<file path="src/verilog/abs_pkg.sv">
package abs_pkg;
  // special-function bus map
  localparam logic [7:0] ABS_STATUS_ADDR = 8'hf5;
  localparam logic [7:0] ABS_STATUS_RESET = 8'h00;
  localparam int ABS_BUSY_BIT = 7;
  localparam int ABS_RESULT_W = 12;
  // timing in converter clocks
  localparam logic [3:0] ABS_CONV_CLKS = 4'hf;
  localparam logic [3:0] ABS_SYNC_CLKS = 4'h1;
  localparam int ABS_DIV_W = 2;
  localparam int ABS_ACQ_W = 2;
  localparam int ABS_CNT_W = 4;

  typedef enum logic [2:0] {
    ABS_IDLE = 3'b000,
    ABS_SYNC = 3'b001,
    ABS_TRACK = 3'b010,
    ABS_HOLD = 3'b011,
    ABS_CAL = 3'b100
  } abs_state_type;

  typedef struct packed {
    logic [7:0] addr;
    logic [7:0] wdata;
    logic wr;
    logic rd;
  } abs_sfr_req_type;

  typedef struct packed {
    logic [ABS_DIV_W-1:0] clk_div;
    logic [ABS_ACQ_W-1:0] acq_sel;
  } abs_cfg_type;
endpackage : abs_pkg

</file>
<file path="src/verilog/abs_clk_div.sv">
`timescale 1ns/1ps
module abs_clk_div (
  input wire logic clk_i,
  input wire logic rst_i,
  input wire logic [abs_pkg::ABS_DIV_W-1:0] sel_i,
  output logic tick_o
);
  import abs_pkg::*;
  logic [3:0] cnt_q;
  logic [3:0] limit;

  // divide ratio 2,4,8,16 selected by software
  always_comb begin
    limit = 4'((4'h2 << sel_i) - 4'h1);
  end

  always_ff @(posedge clk_i) begin
    if (rst_i) begin
      cnt_q <= 4'h0;
      tick_o <= 1'b0;
    end else if (cnt_q >= limit) begin
      cnt_q <= 4'h0;
      tick_o <= 1'b1;
    end else begin
      cnt_q <= cnt_q + 4'h1;
      tick_o <= 1'b0;
    end
  end
endmodule : abs_clk_div

</file>
<file path="src/verilog/abs_top.sv">
`timescale 1ns/1ps
// Summary of operation
// - bit 7 of the status register reads high while conversion or calibration runs.
// - the busy bit clears itself when conversion or calibration ends.
// - status bits 6..0 always read zero.
// - status register lives at address f5 and resets to 00.
// - each conversion is a track phase followed by a hold phase stepping the SAR.
// - the final SAR value is latched out as the result when hold ends.
// - sequencing is automatic, with acquisition and clock rate set by software.
// - the result is a 12-bit code.
// - a conversion is 1 sync clock, 1 to 4 track clocks and 15 hold clocks.
module abs_top (
  // clock and reset
  input wire logic CORE_CLK_I,
  input wire logic RST_I,
  // special-function bus
  input wire abs_pkg::abs_sfr_req_type SFR_REQ_I,
  output logic [7:0] SFR_RDATA_O,
  // control
  input wire logic CONV_START_I,
  input wire logic CAL_START_I,
  input wire abs_pkg::abs_cfg_type CFG_I,
  // analog front end
  input wire logic CMP_I,
  output logic TRACK_O,
  output logic [abs_pkg::ABS_RESULT_W-1:0] DAC_CODE_O,
  // results
  output logic [abs_pkg::ABS_RESULT_W-1:0] RESULT_O,
  output logic DONE_O,
  output logic BUSY_O
);
  import abs_pkg::*;

  abs_state_type state_q;
  logic tick;
  logic [ABS_CNT_W-1:0] cnt_q;
  logic [ABS_RESULT_W-1:0] sar_q;
  logic [ABS_RESULT_W-1:0] trial_q;
  logic [ABS_ACQ_W-1:0] acq_q;
  logic busy_q;
  logic pend_conv_q;
  logic pend_cal_q;
  logic status_rd;

  abs_clk_div u_div (
    .clk_i(CORE_CLK_I),
    .rst_i(RST_I),
    .sel_i(CFG_I.clk_div),
    .tick_o(tick)
  );

  // starts are caught at core rate and held until the next converter clock
  always_ff @(posedge CORE_CLK_I) begin
    if (RST_I) begin
      pend_conv_q <= 1'b0;
      pend_cal_q <= 1'b0;
    end else if (tick && state_q == ABS_IDLE) begin
      pend_conv_q <= 1'b0;
      pend_cal_q <= 1'b0;
    end else begin
      if (CONV_START_I && !busy_q) pend_conv_q <= 1'b1;
      if (CAL_START_I && !busy_q) pend_cal_q <= 1'b1;
    end
  end

  // sequencer advances only on converter clock enables
  always_ff @(posedge CORE_CLK_I) begin
    if (RST_I) begin
      state_q <= ABS_IDLE;
      cnt_q <= '0;
      acq_q <= '0;
      sar_q <= '0;
      trial_q <= '0;
    end else if (tick) begin
      case (state_q)
        ABS_IDLE: begin
          if (pend_cal_q) begin
            state_q <= ABS_CAL;
            cnt_q <= ABS_CONV_CLKS;
          end else if (pend_conv_q) begin
            state_q <= ABS_SYNC;
            cnt_q <= ABS_SYNC_CLKS;
            acq_q <= CFG_I.acq_sel;
          end
        end
        ABS_SYNC: begin
          if (cnt_q == ABS_SYNC_CLKS) begin
            state_q <= ABS_TRACK;
            cnt_q <= ABS_CNT_W'(acq_q);
          end
        end
        ABS_TRACK: begin
          if (cnt_q == '0) begin
            state_q <= ABS_HOLD;
            cnt_q <= ABS_CONV_CLKS - 4'h1;
            sar_q <= '0;
            trial_q <= 12'h800;
          end else begin
            cnt_q <= cnt_q - 4'h1;
          end
        end
        ABS_HOLD: begin
          // first 12 clocks decide bits, last 3 settle and latch
          if (trial_q != '0) begin
            if (!CMP_I) sar_q <= sar_q | trial_q;
            trial_q <= trial_q >> 1;
          end
          if (cnt_q == '0) state_q <= ABS_IDLE;
          else cnt_q <= cnt_q - 4'h1;
        end
        ABS_CAL: begin
          if (cnt_q == 4'h1) state_q <= ABS_IDLE;
          else cnt_q <= cnt_q - 4'h1;
        end
        default: state_q <= ABS_IDLE;
      endcase
    end
  end

  // busy covers the pending start through the final converter clock
  always_ff @(posedge CORE_CLK_I) begin
    if (RST_I) begin
      busy_q <= 1'b0;
    end else begin
      busy_q <= (state_q != ABS_IDLE) || pend_conv_q || pend_cal_q;
    end
  end

  // result latch and done pulse
  always_ff @(posedge CORE_CLK_I) begin
    if (RST_I) begin
      RESULT_O <= '0;
      DONE_O <= 1'b0;
    end else begin
      DONE_O <= 1'b0;
      if (tick && state_q == ABS_HOLD && cnt_q == '0) begin
        RESULT_O <= sar_q;
        DONE_O <= 1'b1;
      end
    end
  end

  always_ff @(posedge CORE_CLK_I) begin
    if (RST_I) begin
      TRACK_O <= 1'b0;
      DAC_CODE_O <= '0;
      BUSY_O <= 1'b0;
    end else begin
      TRACK_O <= (state_q == ABS_TRACK) || (state_q == ABS_SYNC);
      DAC_CODE_O <= sar_q | trial_q;
      BUSY_O <= busy_q;
    end
  end

  // status read; writes are ignored since every bit is hardware owned
  assign status_rd = SFR_REQ_I.rd && SFR_REQ_I.addr == ABS_STATUS_ADDR;

  always_ff @(posedge CORE_CLK_I) begin
    if (RST_I) begin
      SFR_RDATA_O <= ABS_STATUS_RESET;
    end else if (status_rd) begin
      SFR_RDATA_O <= {busy_q, 7'h00};
    end else begin
      SFR_RDATA_O <= 8'h00;
    end
  end

  a_busy_in_hold: assert property (@(posedge CORE_CLK_I) disable iff (RST_I)
    (state_q == ABS_HOLD) |=> busy_q)
    else $error("busy low during conversion");
  a_busy_clears: assert property (@(posedge CORE_CLK_I) disable iff (RST_I)
    (state_q == ABS_IDLE && !pend_conv_q && !pend_cal_q) |=> !busy_q)
    else $error("busy stuck after finish");
  a_rsvd_zero: assert property (@(posedge CORE_CLK_I) disable iff (RST_I)
    SFR_RDATA_O[6:0] == 7'h00)
    else $error("reserved bits nonzero");
  a_read_busy: assert property (@(posedge CORE_CLK_I) disable iff (RST_I)
    status_rd |=> SFR_RDATA_O[ABS_BUSY_BIT] == $past(busy_q))
    else $error("status read wrong");
  a_track_hold: assert property (@(posedge CORE_CLK_I) disable iff (RST_I)
    (tick && state_q == ABS_TRACK && cnt_q == '0) |=> state_q == ABS_HOLD)
    else $error("track did not go to hold");
  a_result_latch: assert property (@(posedge CORE_CLK_I) disable iff (RST_I)
    (tick && state_q == ABS_HOLD && cnt_q == '0)
      |=> DONE_O && RESULT_O == $past(sar_q))
    else $error("result not latched");
  a_sync_one: assert property (@(posedge CORE_CLK_I) disable iff (RST_I)
    (tick && state_q == ABS_SYNC) |=> state_q == ABS_TRACK)
    else $error("sync longer than one clock");
  a_write_noeff: assert property (@(posedge CORE_CLK_I) disable iff (RST_I)
    (SFR_REQ_I.wr && state_q == ABS_IDLE && !pend_conv_q && !pend_cal_q
      && !CONV_START_I && !CAL_START_I) |=> !busy_q)
    else $error("write set busy");
  a_hold_len: assert property (@(posedge CORE_CLK_I) disable iff (RST_I)
    (tick && state_q == ABS_TRACK && cnt_q == '0)
      |=> cnt_q == ABS_CONV_CLKS - 4'h1)
    else $error("hold length wrong");
endmodule : abs_top
</file>
<file path="config.mk">
export PLATFORM = sky130hd
export DESIGN_NAME = abs_top
export DESIGN_NICKNAME = d
export VERILOG_FILES = /design/src/verilog/abs_pkg.sv /design/src/verilog/abs_clk_div.sv /design/src/verilog/abs_top.sv
export SDC_FILE = /design/constraint.sdc
export NUM_CORES = 1
export LEC_CHECK = 0
export ABC_CLOCK_PERIOD_IN_PS = 3200
export BUFFER_PORTS_ARGS = -buffer_cell sky130_fd_sc_hd__buf_4
export CELL_PAD_IN_SITES_DETAIL_PLACEMENT = 1
export CELL_PAD_IN_SITES_GLOBAL_PLACEMENT = 1
export CORE_AREA = 2 2 89 91
export DETAILED_ROUTE_END_ITERATION = 10
export DIE_AREA = 0 0 91 93
export PLACE_DENSITY = 0.78
export SLEW_MARGIN = 20
export SYNTH_ARGS = -nofsm -noshare
export SYNTH_HDL_FRONTEND = slang
export SYNTH_HIERARCHICAL = 1
export SYNTH_SLANG_ARGS = --single-unit
</file>
<file path="constraint.sdc">
create_clock -name CORE_CLK_I -period 3.2 [get_ports CORE_CLK_I]
set_input_delay 0.16 -clock CORE_CLK_I [delete_from_list [all_inputs] [get_ports CORE_CLK_I]]
set_output_delay 0.16 -clock CORE_CLK_I [all_outputs]
set_load 0.05 [all_outputs]
</file>
==> impl_metrics.tcl <==
set metrics [dict create \
    crit_chain "and3b_1, nand3_1, nand2_1, a21oi_1" \
    worst_slack_ns 0.913 \
    synthArstFlopShare_pct 0 \
    root_buffer "clkbuf_8" \
    vias 2537 \
    power_density_nw_per_um2 513 \
    dp_slack_ns 0.888 \
    irDropWorstVdd_uv 191 \
    synth_cell_type_count 53 \
    routed_wl_um 7670 \
    synthTopCellsByArea "dfxtp_1 47%, nor2_1 6.6%, a21oi_1 6.3%" \
    dieArea_um2 8460 \
    insertedDiodeCount 0 \
    fin_crit_ns 2.29 \
    die_x_um 91 \
    core_area_um2 7530 \
    gr-usage-all-layers_pct 18.9 \
    stdcell_area_um2 3490 \
    end_kind "flip-flop" \
    place_area_um2 3280 \
    syn_area_per_cell_um2 8.63 \
    critPathKind "reg2reg" \
    hold_viol 0 \
    synth_area_um2 2920 \
    synth_top_cell_area_share_pct 47.3 \
    rows 32 \
    drv_slew 0 \
    whs_ns 0.0672 \
    fmax_mhz 437 \
    grt_setup_unrepaired "no" \
    drive_above_1_share_pct 18.8 \
    yosys_warnings 6 \
    crit_path_start_kind "flip-flop" \
    cts_setup_buffers 0 \
    slowest_delay_ns 0.68 \
    cap_violations 0 \
    viasPerCell 5.30 \
    syn_inst 338 \
    wl_per_cell_um 16.0 \
    cts_hold_buf 0 \
    cp.required_ns 3.41 \
    hold_path.class "in2reg" \
    start_util_pct 38.8 \
    synth_top_area_cell "dfxtp_1" \
    finalNetCount 406 \
    die_h_um 93 \
    fin_skew_ns 0.0104 \
    grt_max_degree 55 \
    drc_errors 0 \
    ant_nets 0 \
    leakage_uw 0.00135 \
    numCtsBuffers 9 \
    firstDrtPassIters 4 \
    cp_max_fo 18 \
    period_share_pct 71.5 \
    antenna_found_initial 0 \
    crit_buf_inv 0 \
    gr-total-overflow 0 \
    io_buffers 45 \
    clk_latency_ns 0.35 \
    cts_buffer_depth 2 \
    setup_viol 0 \
    ys.flop_type "dfxtp_1" \
    cts_sinks 69 \
    synth_edf_count 0 \
    gp_congestion 0.786 \
    path_clk_slew_ns 0.08 \
    htreeDepth 3 \
    reg2reg_slack_ns 0.91 \
    tritoncts "done" \
    critical-path-top-delay-family "simple AND/OR/NAND/NOR gates" \
    critPathSlowestCell "dfxtp_1" \
    drt_iter0_markers 105 \
    status "complete, no violations" \
    synth_seq_area_share_pct 47.3 \
    max_slew.worst_pin.slew_ns 0.570 \
    grt_pass1_wl_um 12900 \
    grt_pass1_vias 2591 \
    cts_repair_resize_count 0 \
    synth-seq-cells 69 \
    finalSetupTns_ns 0 \
    relSlewSlack_pct 62.0 \
    cp.arrival_ns 2.50 \
    io_pins 62 \
    hpwl_um 5370 \
    area_growth_pct 19.6 \
]
-- final cells by class --
type	instances	area, um2
Clock buffer	9	124
Clock inverter	6	88.8
Fill cell	941	4040
Inverter	8	30.0
Multi-Input combinational cell	237	1380
Sequential cell	69	1380
Tap cell	102	128
Timing Repair Buffer	48	360
-- synth_stat cells (all sizes together), types with 2 or more instances --
library cell  number
and3               2
nor2b              2
xnor2              2
xor2               2
or3b               2
or2                2
nor4               3
a31oi              3
o221ai             2
a41oi              9
o21ai             10
inv                8
o211ai             6
clkbuf            14
o31ai              2
nand2b             2
ha                 6
nand4             12
buf               16
nand3              4
mux2i              3
nand2             33
dfxtp             69
a21oi             38
nor3               5
o211a              2
nor3b              3
nor2              51
nand3b             2
a211oi             5
and3b              2
-- flip-flops by register name, indices dropped and copies added, names as in the netlist, 2 cells and up --
register	flops
sar_q	12
cnt_q	4
DAC_CODE_O	12
trial_q	12
state_q	3
RESULT_O	12
acq_q	2
u_div/cnt_q	4
-- cells by family after synthesis --
| logic type | after synthesis | synth area share (%) |
|---|---|---|
| other cells | 1 | 0.129 |
| simple gates | 133 | 22.6 |
| fa+ha+maj | 6 | 2.57 |
| xor+xnor | 4 | 1.20 |
| compound gates | 84 | 18.9 |
| mux | 3 | 1.03 |
| buf+inv | 38 | 6.26 |
| flops | 69 | 47.3 |
-- layer usage --
metal / GRT usage [%] / vias up / part of all wire (%)
li1: - / 1249 / -
met1: 22.4 / 1232 / 44
met2: 33.6 / 47 / 51
met3: 3.87 / 9 / 3.7
met4: 7.32 / 0 / 1.4
met5: 0 / - / 0
-- worst min-delay path, stage by stage --
cell and delay [ns]:
buf_4 0.08, mux2i_1 0.05, nor2_1 0.08
-- placed cells by master (no fill, tap or decap), drive strengths merged, types with 4 or more instances in the layout --
cell    synthesis  layout
o211ai          6       6
inv             8       8
nand2          33      33
o21ai          10      10
a211oi          5       5
a21oi          38      38
nand4          12      12
buf            16      48
nand3           4       4
a41oi           9       9
conb            1       7
ha              6       6
nor2           51      51
nor3            5       5
dfxtp          69      69
clkbuf         14       9
-- where the power goes --
part	total, uW	internal [uW]	switching, uW
sequential	889	872	17.0
combinational	130	47.5	82.5
clock	770	434	336
-- stage by stage --
stage,power [uW],cells,utilization (%)
6_report,1790,479,46.3
5_1_grt,1860,479,46.3
4_1_cts,1800,479,46.3
3_5_place_dp,1040,464,43.5
3_3_place_gp,1030,464,43.5
2_1_floorplan,1000,344,-
-- path summary, 6_finish.rpt --
check,startpoint,endpoint,cells past startpoint
max,state_q[1],RESULT_O[10],4
min,CFG_I[1],acq_q[1],3
max reg2reg,state_q[1],RESULT_O[10],4
min reg2reg,RESULT_O[0],RESULT_O[0],2
No activity file was read; power rests on OpenSTA's default activity.
